==> src/hdl/qdsc_pkg.sv <==
// Shared constants, register map and carrier types for the converter sequencer control.
// Assumes one 25 MHz system clock and a simple synchronous register port from the host bridge.
package qdsc_pkg;

    localparam int NGRP = 8;

    // Timing: the figures are in nanoseconds; cycle counts round a least time up.
    localparam int CLK_PERIOD_NS  = 40;
    localparam int TICK_TIME_NS   = 10000;
    localparam int SETTLE_TIME_NS = 10000;
    localparam int TICK_CYC       = (TICK_TIME_NS + CLK_PERIOD_NS - 1) / CLK_PERIOD_NS;
    localparam int SETTLE_CYC     = (SETTLE_TIME_NS + CLK_PERIOD_NS - 1) / CLK_PERIOD_NS;

    // Register byte offsets.
    localparam logic [7:0] OFS_STATUS = 8'h40;
    localparam logic [7:0] OFS_TIMER  = 8'h60;
    localparam logic [7:0] OFS_CLEAR  = 8'h80;
    localparam logic [7:0] OFS_LOAD   = 8'h84;
    localparam logic [7:0] OFS_GCTL   = 8'h88;
    localparam logic [7:0] OFS_GSTAT  = 8'h8c;
    localparam logic [7:0] OFS_ISTAT  = 8'h90;

    // Field positions.
    localparam int STAT_OC_LSB    = 0;
    localparam int STAT_PU_LSB    = 4;
    localparam int STAT_PUREF_BIT = 8;
    localparam int STAT_TSD_BIT   = 9;
    localparam int STAT_SVAL_BIT  = 10;
    localparam int STAT_W         = 11;
    localparam int TIMER_W        = 24;
    localparam int GCTL_MIE_BIT   = 8;
    localparam int GS_BUSY_BIT    = 0;
    localparam int GS_SET_BIT     = 1;
    localparam int GS_SDR_BIT     = 2;
    localparam int GS_SDU_BIT     = 3;
    localparam int IS_AL_LSB      = 0;
    localparam int IS_LD_LSB      = 8;
    localparam int IS_SE_LSB      = 16;

    // Reset values.
    localparam logic [7:0] SDU_RESET = 8'hff;

    typedef enum logic [2:0] {
        QDSC_MODE_INSTANT = 3'b000,
        QDSC_MODE_MANUAL  = 3'b001,
        QDSC_MODE_TIMER   = 3'b011
    } qdsc_mode_t;

    typedef enum logic [1:0] {
        QDSC_SEQ_IDLE  = 2'b00,
        QDSC_SEQ_RUN   = 2'b01,
        QDSC_SEQ_DRAIN = 2'b10
    } qdsc_seq_t;

    // Per-group settings supplied on the grp_cfg input port.
    typedef struct packed {
        qdsc_mode_t mode;
        logic       global_manual;
        logic       irq_seq_en;
        logic       irq_alert_en;
        logic       irq_load_en;
        logic       current_clamp_enable;
    } qdsc_grp_cfg_t;

    // Per-group view of the serial converter engine.
    typedef struct packed {
        logic       xfer_busy;
        logic       data_pending;
        logic       status_strobe;
        logic [9:0] status_word;
    } qdsc_conv_t;

    typedef struct packed {
        logic        wr;
        logic        rd;
        logic [7:0]  addr;
        logic [31:0] wdata;
    } qdsc_bus_req_t;

    typedef struct packed {
        logic [15:0] cnt;
        logic        tick;
    } qdsc_tick_st_t;

    typedef struct packed {
        qdsc_seq_t          seq;
        logic [TIMER_W-1:0] cnt;
        logic [15:0]        settle_cnt;
        logic               upd;
        logic               fetch;
    } qdsc_grp_st_t;

endpackage : qdsc_pkg

==> src/hdl/qdsc_group.sv <==
// One converter group: timer sequencer, settle timer and busy flag.
// Assumes a shared 10 us tick and a converter engine that reports transfers in flight.
`timescale 1ns/1ps
`default_nettype none
module qdsc_group
(
    input  wire logic                        clk_sys,     // System clock.
    input  wire logic                        reset_n,     // Asynchronous reset, active low.
    input  wire logic                        tick,        // 10 us time base pulse.
    input  wire qdsc_pkg::qdsc_mode_t        mode,        // Group operating mode.
    input  wire logic                        run_bit,     // Sequencer start/stop.
    input  wire logic [qdsc_pkg::TIMER_W-1:0] preload,    // Timer preload value.
    input  wire logic                        man_update,  // Manual update this cycle.
    input  wire logic                        load_wait,   // Manual load request pending.
    input  wire logic                        xfer_busy,   // Converter transfer in flight.
    output var  logic                        seq_update,  // Timer update pulse.
    output var  logic                        seq_fetch,   // Next data set fetch pulse.
    output var  logic                        busy,        // Group busy flag.
    output var  logic                        settle       // Outputs settling.
);
    import qdsc_pkg::*;

    qdsc_grp_st_t s;
    qdsc_grp_st_t next_s;

    always_comb
    begin
        next_s       = s;
        next_s.upd   = 1'b0;
        next_s.fetch = 1'b0;
        case (s.seq)
            QDSC_SEQ_IDLE:
            begin
                if (run_bit && mode == QDSC_MODE_TIMER)
                begin
                    next_s.seq = QDSC_SEQ_RUN;
                    next_s.cnt = preload;
                end
            end
            QDSC_SEQ_RUN:
            begin
                if (!run_bit || mode != QDSC_MODE_TIMER)
                    next_s.seq = QDSC_SEQ_DRAIN;
                else if (tick)
                begin
                    if (s.cnt == '0)
                    begin
                        next_s.cnt   = preload;
                        next_s.upd   = 1'b1;
                        next_s.fetch = 1'b1;
                    end
                    else
                        next_s.cnt = s.cnt - 24'h000001;
                end
            end
            QDSC_SEQ_DRAIN:
            begin
                // A transfer already started finishes before the sequencer counts as halted.
                if (!xfer_busy)
                    next_s.seq = QDSC_SEQ_IDLE;
            end
            default: next_s.seq = QDSC_SEQ_IDLE;
        endcase
        if (s.upd || man_update)
            next_s.settle_cnt = 16'(SETTLE_CYC);
        else if (s.settle_cnt != 16'h0000)
            next_s.settle_cnt = s.settle_cnt - 16'h0001;
    end

    always_ff @(posedge clk_sys or negedge reset_n)
    begin
        if (!reset_n)
            s <= '0;
        else
            s <= next_s;
    end

    assign seq_update = s.upd;
    assign seq_fetch  = s.fetch;
    assign settle     = (s.settle_cnt != 16'h0000);
    assign busy       = (s.seq != QDSC_SEQ_IDLE) || xfer_busy || load_wait;

    property p_settle_holds;
        @(posedge clk_sys) disable iff (!reset_n)
        s.upd |=> settle [*8];
    endproperty
    a_settle_holds: assert property (p_settle_holds) else $error("settle dropped early");

    property p_busy_running;
        @(posedge clk_sys) disable iff (!reset_n)
        (s.seq == QDSC_SEQ_RUN) |-> busy;
    endproperty
    a_busy_running: assert property (p_busy_running) else $error("busy low in run");
endmodule : qdsc_group
`default_nettype wire

==> src/hdl/qdsc_tick.sv <==
// Free-running prescaler giving one pulse per 10 us sequencer time base.
// Assumes the 25 MHz system clock.
`timescale 1ns/1ps
`default_nettype none
module qdsc_tick
#(
    parameter int CYC = qdsc_pkg::TICK_CYC
)
(
    input  wire logic clk_sys,  // System clock.
    input  wire logic reset_n,  // Asynchronous reset, active low.
    output var  logic tick      // One-cycle pulse each period.
);
    import qdsc_pkg::*;

    qdsc_tick_st_t s;
    qdsc_tick_st_t next_s;

    always_comb
    begin
        next_s      = s;
        next_s.tick = 1'b0;
        if (s.cnt == 16'(CYC - 1))
        begin
            next_s.cnt  = 16'h0000;
            next_s.tick = 1'b1;
        end
        else
        begin
            next_s.cnt = s.cnt + 16'h0001;
        end
    end

    always_ff @(posedge clk_sys or negedge reset_n)
    begin
        if (!reset_n)
            s <= '0;
        else
            s <= next_s;
    end

    assign tick = s.tick;

endmodule : qdsc_tick
`default_nettype wire

==> src/hdl/qdsc_top.sv <==
// Register file and event logic for eight converter groups.
// Assumes a synchronous single-cycle register port from the host bridge and a serial engine
// that reports per-group transfer activity and status reads.
`timescale 1ns/1ps
`default_nettype none

// What this block does
// - Power bits 7:4, clamp off clears on overcurrent
// - Overcurrent flags in status bits 3:0
// - Timer spacing is preload plus one ticks
// - Clear bits drive group clear outputs
// - Load bit recorded only in manual mode
// - Global manual groups update together
// - Load bit self-clears at actual update
// - Master enable gates all interrupts
// - Run bit starts sequencer in timer mode, busy held
// - Stop lets transfer finish, busy until halted
// - Underflow on unacknowledged fetch, resets to one
// - Data request set on sequencer fetch
// - Settle flag high 10 us after update
// - Busy on transfer, load wait, running
// - Global status nibble per group
// - Sequencer interrupt bits 23:16
// - Load interrupt bits 15:8
// - Alert interrupt bits 7:0
// - Interrupt when master enabled and any set
// - Only enabled sources set interrupt bits
module qdsc_top
(
    input  wire logic                                  clk_sys,     // System clock, 25 MHz.
    input  wire logic                                  reset_n,     // Asynchronous reset, low.
    input  wire qdsc_pkg::qdsc_bus_req_t               bus_req,     // Register access request.
    output var  logic [31:0]                           reg_rdata,   // Read data.
    output var  logic                                  reg_rvalid,  // Read data valid pulse.
    input  wire qdsc_pkg::qdsc_grp_cfg_t [7:0]         grp_cfg,     // Per-group settings.
    input  wire qdsc_pkg::qdsc_conv_t [7:0]            conv,        // Converter engine view.
    output var  logic [7:0]                            dac_clear,   // Group clear lines.
    output var  logic [7:0]                            dac_update,  // Output update pulses.
    output var  logic [7:0]                            seq_fetch,   // Data set fetch pulses.
    output var  logic                                  irq_out      // Interrupt, high.
);
    import qdsc_pkg::*;

    typedef struct packed {
        logic [31:0]                     rdata;
        logic                            rvalid;
        logic [NGRP-1:0][STAT_W-1:0]     stat;
        logic [NGRP-1:0][TIMER_W-1:0]    timer;
        logic [NGRP-1:0]                 clr;
        logic [NGRP-1:0]                 load;
        logic                            master_irq_enable;
        logic [NGRP-1:0]                 run;
        logic [NGRP-1:0]                 sdu;
        logic [NGRP-1:0]                 sdr;
        logic [23:0]                     istat;
        logic                            irq;
        logic [NGRP-1:0]                 upd;
        logic [NGRP-1:0]                 fetch;
    } qdsc_top_st_t;

    qdsc_top_st_t s;
    qdsc_top_st_t next_s;

    logic            tick;
    logic [NGRP-1:0] grp_update;
    logic [NGRP-1:0] grp_fetch;
    logic [NGRP-1:0] grp_busy;
    logic [NGRP-1:0] grp_settle;
    logic [NGRP-1:0] manual;
    logic [NGRP-1:0] glm;
    logic [NGRP-1:0] ready;
    logic [NGRP-1:0] man_upd;
    logic            all_glm_ready;

    // True when the address hits a single register.
    function automatic logic hit(input logic [7:0] addr, input logic [7:0] ofs);
        hit = (addr == ofs);
    endfunction : hit

    // True when the address falls in an eight-entry per-group bank.
    function automatic logic bank_hit(input logic [7:0] addr, input logic [7:0] base);
        bank_hit = (addr[7:5] == base[7:5]) && (addr[1:0] == 2'b00);
    endfunction : bank_hit

    qdsc_tick u_tick
    (
        .clk_sys (clk_sys),
        .reset_n (reset_n),
        .tick    (tick)
    );

    genvar g;
    generate
        for (g = 0; g < NGRP; g++)
        begin : g_grp
            assign manual[g] = (grp_cfg[g].mode == QDSC_MODE_MANUAL);
            assign glm[g]    = manual[g] && grp_cfg[g].global_manual;
            assign ready[g]  = s.load[g] && !conv[g].data_pending && !conv[g].xfer_busy;

            qdsc_group u_group
            (
                .clk_sys    (clk_sys),
                .reset_n    (reset_n),
                .tick       (tick),
                .mode       (grp_cfg[g].mode),
                .run_bit    (s.run[g]),
                .preload    (s.timer[g]),
                .man_update (man_upd[g]),
                .load_wait  (s.load[g] && manual[g]),
                .xfer_busy  (conv[g].xfer_busy),
                .seq_update (grp_update[g]),
                .seq_fetch  (grp_fetch[g]),
                .busy       (grp_busy[g]),
                .settle     (grp_settle[g])
            );
        end
    endgenerate

    // A global-manual group never fires alone; it waits for every peer to be ready.
    assign all_glm_ready = &(~glm | ready);

    always_comb
    begin
        for (int i = 0; i < NGRP; i++)
            man_upd[i] = manual[i] && ready[i] && (!glm[i] || all_glm_ready);
    end

    always_comb
    begin
        logic       wr;
        logic [7:0] w1c_gs_sdu;
        logic [7:0] w1c_gs_sdr;
        logic [9:0] sw;
        logic [3:0] oc;
        logic [3:0] pu;
        logic [2:0] idx;
        wr         = bus_req.wr;
        w1c_gs_sdu = '0;
        w1c_gs_sdr = '0;
        sw         = '0;
        oc         = '0;
        pu         = '0;
        idx        = bus_req.addr[4:2];
        next_s        = s;
        next_s.rvalid = 1'b0;
        next_s.upd    = grp_update | man_upd;
        next_s.fetch  = grp_fetch;

        // Software writes; the sdu, sdr and istat flag bits only ever clear on a written one.
        if (wr && bank_hit(bus_req.addr, OFS_TIMER))
            next_s.timer[idx] = bus_req.wdata[TIMER_W-1:0];
        if (wr && hit(bus_req.addr, OFS_CLEAR))
            next_s.clr = bus_req.wdata[NGRP-1:0];
        if (wr && hit(bus_req.addr, OFS_LOAD))
            next_s.load = s.load | (bus_req.wdata[NGRP-1:0] & manual);
        if (wr && hit(bus_req.addr, OFS_GCTL))
        begin
            next_s.master_irq_enable = bus_req.wdata[GCTL_MIE_BIT];
            next_s.run = bus_req.wdata[NGRP-1:0];
        end
        if (wr && hit(bus_req.addr, OFS_GSTAT))
        begin
            for (int i = 0; i < NGRP; i++)
            begin
                w1c_gs_sdu[i] = bus_req.wdata[4*i+GS_SDU_BIT];
                w1c_gs_sdr[i] = bus_req.wdata[4*i+GS_SDR_BIT];
            end
        end
        next_s.sdu = s.sdu & ~w1c_gs_sdu;
        next_s.sdr = s.sdr & ~w1c_gs_sdr;
        if (wr && hit(bus_req.addr, OFS_ISTAT))
            next_s.istat = s.istat & ~bus_req.wdata[23:0];

        // Hardware events come after the clears so that a set in the same cycle wins.
        for (int i = 0; i < NGRP; i++)
        begin
            if (man_upd[i])
            begin
                next_s.load[i] = 1'b0;
                if (grp_cfg[i].irq_load_en)
                    next_s.istat[IS_LD_LSB+i] = 1'b1;
            end
            if (grp_fetch[i])
            begin
                if (s.sdr[i])
                    next_s.sdu[i] = 1'b1;
                next_s.sdr[i] = 1'b1;
                if (grp_cfg[i].irq_seq_en)
                    next_s.istat[IS_SE_LSB+i] = 1'b1;
            end
            if (conv[i].status_strobe)
            begin
                sw = conv[i].status_word;
                oc = sw[STAT_OC_LSB+:4];
                pu = sw[STAT_PU_LSB+:4];
                // Without the clamp an overloaded channel is off even if the word lags.
                if (!grp_cfg[i].current_clamp_enable)
                    pu = pu & ~oc;
                next_s.stat[i] = {1'b1, sw[STAT_TSD_BIT], sw[STAT_PUREF_BIT], pu, oc};
                if (grp_cfg[i].irq_alert_en && (|oc || sw[STAT_TSD_BIT]))
                    next_s.istat[IS_AL_LSB+i] = 1'b1;
            end
        end

        next_s.irq = next_s.master_irq_enable && (|next_s.istat);

        // Reads return one cycle later; unmapped offsets read as zero.
        if (bus_req.rd)
        begin
            next_s.rvalid = 1'b1;
            next_s.rdata  = '0;
            if (bank_hit(bus_req.addr, OFS_STATUS))
                next_s.rdata[STAT_W-1:0] = s.stat[idx];
            else if (bank_hit(bus_req.addr, OFS_TIMER))
                next_s.rdata[TIMER_W-1:0] = s.timer[idx];
            else if (hit(bus_req.addr, OFS_CLEAR))
                next_s.rdata[NGRP-1:0] = s.clr;
            else if (hit(bus_req.addr, OFS_LOAD))
                next_s.rdata[NGRP-1:0] = s.load;
            else if (hit(bus_req.addr, OFS_GCTL))
                next_s.rdata[GCTL_MIE_BIT:0] = {s.master_irq_enable, s.run};
            else if (hit(bus_req.addr, OFS_GSTAT))
            begin
                for (int i = 0; i < NGRP; i++)
                    next_s.rdata[4*i+:4] = {s.sdu[i], s.sdr[i], grp_settle[i], grp_busy[i]};
            end
            else if (hit(bus_req.addr, OFS_ISTAT))
                next_s.rdata[23:0] = s.istat;
        end
    end

    always_ff @(posedge clk_sys or negedge reset_n)
    begin
        if (!reset_n)
        begin
            s     <= '0;
            s.sdu <= SDU_RESET;
        end
        else
            s <= next_s;
    end

    assign reg_rdata  = s.rdata;
    assign reg_rvalid = s.rvalid;
    assign dac_clear  = s.clr;
    assign dac_update = s.upd;
    assign seq_fetch  = s.fetch;
    assign irq_out    = s.irq;

    property p_clamp_off;
        @(posedge clk_sys) disable iff (!reset_n)
        conv[0].status_strobe && !grp_cfg[0].current_clamp_enable && conv[0].status_word[0]
            |=> !s.stat[0][STAT_PU_LSB];
    endproperty
    a_clamp_off: assert property (p_clamp_off) else $error("power kept on overcurrent");

    property p_oc_capture;
        @(posedge clk_sys) disable iff (!reset_n)
        conv[1].status_strobe |=> s.stat[1][3:0] == $past(conv[1].status_word[3:0]);
    endproperty
    a_oc_capture: assert property (p_oc_capture) else $error("overcurrent bits wrong");

    property p_clear_drive;
        @(posedge clk_sys) disable iff (!reset_n)
        bus_req.wr && bus_req.addr == OFS_CLEAR |=> dac_clear == $past(bus_req.wdata[7:0]);
    endproperty
    a_clear_drive: assert property (p_clear_drive) else $error("clear lines not driven");

    property p_load_ignored;
        @(posedge clk_sys) disable iff (!reset_n)
        bus_req.wr && bus_req.addr == OFS_LOAD && !manual[2] && !s.load[2] |=> !s.load[2];
    endproperty
    a_load_ignored: assert property (p_load_ignored) else $error("load taken off manual");

    property p_load_selfclear;
        @(posedge clk_sys) disable iff (!reset_n)
        man_upd[0] && !bus_req.wr |=> !s.load[0] && dac_update[0];
    endproperty
    a_load_selfclear: assert property (p_load_selfclear) else $error("load not cleared");

    property p_global_sync;
        @(posedge clk_sys) disable iff (!reset_n)
        (|(man_upd & glm)) |-> ((man_upd & glm) == glm);
    endproperty
    a_global_sync: assert property (p_global_sync) else $error("global groups split");

    property p_irq_gate;
        @(posedge clk_sys) disable iff (!reset_n)
        irq_out |-> s.master_irq_enable && (|s.istat);
    endproperty
    a_irq_gate: assert property (p_irq_gate) else $error("irq without enable or source");

    property p_underflow;
        @(posedge clk_sys) disable iff (!reset_n)
        grp_fetch[2] && s.sdr[2] |=> s.sdu[2] && s.sdr[2];
    endproperty
    a_underflow: assert property (p_underflow) else $error("underflow not flagged");

    property p_seq_irq;
        @(posedge clk_sys) disable iff (!reset_n)
        grp_fetch[2] && grp_cfg[2].irq_seq_en |=> s.istat[IS_SE_LSB+2] && s.sdr[2];
    endproperty
    a_seq_irq: assert property (p_seq_irq) else $error("sequencer irq not set");

    property p_zero_write;
        @(posedge clk_sys) disable iff (!reset_n)
        bus_req.wr && bus_req.addr == OFS_ISTAT && !bus_req.wdata[IS_LD_LSB] && s.istat[IS_LD_LSB]
            |=> s.istat[IS_LD_LSB];
    endproperty
    a_zero_write: assert property (p_zero_write) else $error("zero write cleared");

    property p_fetch_request;
        @(posedge clk_sys) disable iff (!reset_n)
        grp_fetch[2] |=> s.sdr[2] && seq_fetch[2] && dac_update[2];
    endproperty
    a_fetch_request: assert property (p_fetch_request) else $error("no data request");

    property p_alert_gated;
        @(posedge clk_sys) disable iff (!reset_n)
        conv[1].status_strobe && !grp_cfg[1].irq_alert_en && !s.istat[IS_AL_LSB+1]
            |=> !s.istat[IS_AL_LSB+1];
    endproperty
    a_alert_gated: assert property (p_alert_gated) else $error("disabled alert set");

    property p_load_irq;
        @(posedge clk_sys) disable iff (!reset_n)
        man_upd[0] && grp_cfg[0].irq_load_en |=> s.istat[IS_LD_LSB];
    endproperty
    a_load_irq: assert property (p_load_irq) else $error("load irq not set");

    property p_sdu_keep;
        @(posedge clk_sys) disable iff (!reset_n)
        bus_req.wr && bus_req.addr == OFS_GSTAT && !bus_req.wdata[GS_SDU_BIT] && s.sdu[0]
            |=> s.sdu[0];
    endproperty
    a_sdu_keep: assert property (p_sdu_keep) else $error("zero write cleared underflow");

endmodule : qdsc_top
`default_nettype wire

==> config.mk <==
export PLATFORM = sky130hd
export DESIGN_NAME = qdsc_top
export DESIGN_NICKNAME = d
export VERILOG_FILES = /design/src/hdl/qdsc_pkg.sv /design/src/hdl/qdsc_group.sv /design/src/hdl/qdsc_tick.sv /design/src/hdl/qdsc_top.sv
export SDC_FILE = /design/constraint.sdc
export NUM_CORES = 2
export LEC_CHECK = 0
export BUFFER_PORTS_ARGS = -buffer_cell sky130_fd_sc_hd__buf_2
export CAP_MARGIN = 25
export CORE_UTILIZATION = 50
export DETAILED_ROUTE_END_ITERATION = 6
export HOLD_SLACK_MARGIN = 0.02
export PLACE_DENSITY = 0.67
export SYNTH_ARGS = -nofsm -noshare
export SYNTH_HDL_FRONTEND = slang
export SYNTH_HIERARCHICAL = 1
export SYNTH_SLANG_ARGS = --single-unit
==> constraint.sdc <==
create_clock -name clk_sys -period 3.8 [get_ports clk_sys]
set_clock_uncertainty 0.15 [all_clocks]
set_input_delay 0 -clock clk_sys [delete_from_list [all_inputs] [get_ports clk_sys]]
set_output_delay 0 -clock clk_sys [all_outputs]
set_load 0.01 [all_outputs]
==> metrics <==
status=complete, but fails checks; failing checks=design-rule violations; clk_lat worst skew=0.66 ns; Max Freq=0.267 GHz; I/O pins=270; Critical Path Sink=irq_out; worst-path cell chain=dlygate4sd3_1 -> buf_2 -> nor4bb_2 -> a32oi_1 -> nand4_1 -> buf_4 -> a2111oi_1 -> dlygate4sd3_1 -> buf_4 -> a22o_1 -> dlygate4sd3_1 -> or4_1 -> o21a_1; Peak VDD IR=0.000396 V; Worst path slowest cell=nor4bb_2; clock slew at reported path FFs=0.06 ns; CTS max path bufs=3; total CTS buffers=85; Die X=287 um; Max Cap Viol=0; R2R setup slack=0.13 ns; CP startpoint kind=input port; Crit. End Element=register; Nets=4836; vias in the first global route=35500; pre-CTS WS=0.663 ns; syn_area_per_cell=10.2 um^2; CTS tree=done; fin crit period=3.75 ns; Tot GR Track Use=0.349; HPWL after DPL=94800 um; Starting Density=0.506; Synth Flop Type=dfrtp_1; first-pass GRT wire length=219000 um; Worst-Margin Slew=1.01 ns; WP depth=13; die area=0.0826 mm^2; Seq cells post-synth=756; endpoints failing setup=0; DRT iter0 DRCs=4481; PwrDens=416 mW/mm^2; drt wl/cell=25.2 um; Post-DRT Antenna Nets=0; critical path startpoint=grp_cfg[52]; sequential cell area fraction in the yosys report=0.465; drt total wl=144000 um; Crit Reg-Reg Endpoint=irq_out; First-pass DRT Iterations=7; Port Buffers=265; Routability Congestion=0.992; site row count=104; Critical Path Most Common Cell=dlygate4sd3_1; fraction of registers with async set/reset=1.00; Power Total=20.9 mW; root buf cell=clkbuf_16; Hold WC Path Type=in -> reg; Crit Path Category=in -> reg; Critical Path AT=4.15 ns; core area=0.0805 mm^2; fin worst setup slack=0.0499 ns; Tcrit/Tclk final=0.987; CP peak stage delay=0.65 ns; area grow syn2layout=23.1%; number of synthesized flops with an enable pin=0; grt total ovfl=0; r2r startpoint=s[72]; Filler cells=6193; CTS H-tree depth=3; final hold vios=0; Netlist Area Pre-Place=0.0407 mm^2; setup TNS=0 ns; crit path max fanout=5; leakage=21.3 nW; Hold Slack=0.0552 ns; pin count of the biggest net entering global routing=132; Syn Inst Count=3992; Synth Net Count=4238; FF-to-FF path depth=11; Remaining DRCs=24; CP delay by family, top=buffers and inverters; vias=36800; yosys warns=6; synth unique cells=91; antenna violations before repair=19; Worst Path Required=4.20 ns; relative slew slack=0.330; CTS Sinks=756; die span in y=287 um; CP bufs+invs=6; Max Slew Vio Count=0; vias per std cell=6.42; layout cell share with drive strength beyond 1=0.203
[registers in the layout, summed over array words and instances (netlist names)]
| name | cells |
|---|---|
| s | 337 |
| dac_clear | 8 |
| reg_rdata | 32 |
| u_tick/s | 16 |
| g_grp.u_group/s | 336 |
| reg_rvalid | 1 |
| dac_update | 8 |
| g_grp.u_group/seq_fetch | 8 |
| u_tick/tick | 1 |
| seq_fetch | 8 |
| irq_out | 1 |
[synth_stat cells, types with 30 or more instances]
cell type / n / share of area
xnor2_1: 30 / 0.0065
ha_1: 34 / 0.010
nor3_1: 98 / 0.012
mux2i_1: 97 / 0.024
or4_1: 60 / 0.011
o211ai_1: 66 / 0.012
clkbuf_1: 148 / 0.014
a22oi_1: 60 / 0.011
mux2_2: 234 / 0.065
buf_2: 33 / 0.0041
or2_2: 34 / 0.0052
a2bb2oi_1: 59 / 0.013
nor4_1: 98 / 0.015
nand2_1: 354 / 0.033
xor2_1: 37 / 0.0080
mux4_2: 73 / 0.040
a21oi_1: 141 / 0.017
and3_1: 38 / 0.0058
nand3_1: 189 / 0.023
buf_4: 71 / 0.013
a31oi_1: 34 / 0.0052
inv_1: 196 / 0.018
nor2_1: 210 / 0.019
or3_1: 68 / 0.010
nand4_1: 49 / 0.0075
dfrtp_1: 748 / 0.46
o21ai_0: 240 / 0.029
[metrics by stage]
step                      cells  instance area [um^2]  utilization
after floorplan            3992                 40700            -
after global placement     5126                 42700        0.530
after detailed placement   5126                 42700        0.530
after CTS                  5715                 50000        0.621
after global routing       5728                 50100        0.622
final                      5731                 50100        0.623
[tightest hold or removal path, stage by stage]
cell	delay (ns)
buf_2	0.12
and4b_1	0.20
nand3_1	0.14
clkbuf_16	0.21
nand2_1	0.07
nand3_1	0.07
[area by class of cell]
cell class              instances  area, um^2  share of cell area
repair buffers                803        6600               0.132
inverters                     197         739              0.0147
well taps                    1060        1330              0.0264
flip-flops and latches        756       18900               0.377
clock buffers                 116        2370              0.0473
clock inverters                38         563              0.0112
diodes                         14        35.0            0.000699
multi-input cells            2747       19600               0.390
[layer usage]
| layer | wire length (um) | global-route usage |
|---|---|---|
| met1 | 56900 | 0.476 |
| met2 | 61400 | 0.508 |
| met3 | 16400 | 0.0934 |
| met4 | 9530 | 0.185 |
| met5 | 92 | 0.00465 |
[logic make-up after synthesis]
family / share of synthesized area
AO/OA/AOI/OAI: 0.138
XOR/XNOR: 0.0144
adder cells (fa/ha/maj): 0.0104
buffers and inverters: 0.0562
flip-flops: 0.465
multiplexers: 0.129
AND/OR/NAND/NOR: 0.187
[worst min-delay path by stage]
stage	from	cells past startpoint	to
floorplan	reset_n	0	dac_clear[0]
global placement	reset_n	1	s[314]
detailed placement	reset_n	1	s[281]
CTS	grp_cfg[31]	5	g_grp[3].u_group/s[9]
global route	bus_req[39]	7	irq_out
finish	grp_cfg[13]	6	g_grp[1].u_group/s[23]
[what timing repair did]
action,4_1_cts,5_1_grt
endpoints found under the setup margin,0,3
resized for setup,0,5
buffers inserted,0,1
hold endpoints to repair,1191,0
hold buffers,435,0
[layout by cell type, fill, tap and decap left out, drive strengths merged, types with 21 or more instances in the layout]
cell,count
nand3,189
or3,74
nor3,100
a22oi,60
clkinv,21
a21oi,143
nand2,355
xnor2,30
dlygate4sd3,433
and3,38
mux2i,97
or4,76
nand2b,25
nor4,111
mux4,73
nor3b,24
buf,369
inv,201
dfrtp,748
a311o,22
or2,35
mux2,234
clkbuf,117
ha,34
a31oi,34
o211ai,71
a22o,23
xor2,37
a2bb2oi,59
nor2,211
o21ai,264
nand4,50
[power by group]
part / internal (mW) / leakage (nW) / total [mW] / switching, mW
clock: 5.21 / 1.45 / 8.79 / 3.57
sequential: 8.69 / 9.37 / 9.47 / 0.775
combinational: 1.25 / 10.4 / 2.62 / 1.37
total: 15.2 / 21.3 / 20.9 / 5.72
No activity file was read; power rests on OpenSTA's default activity.
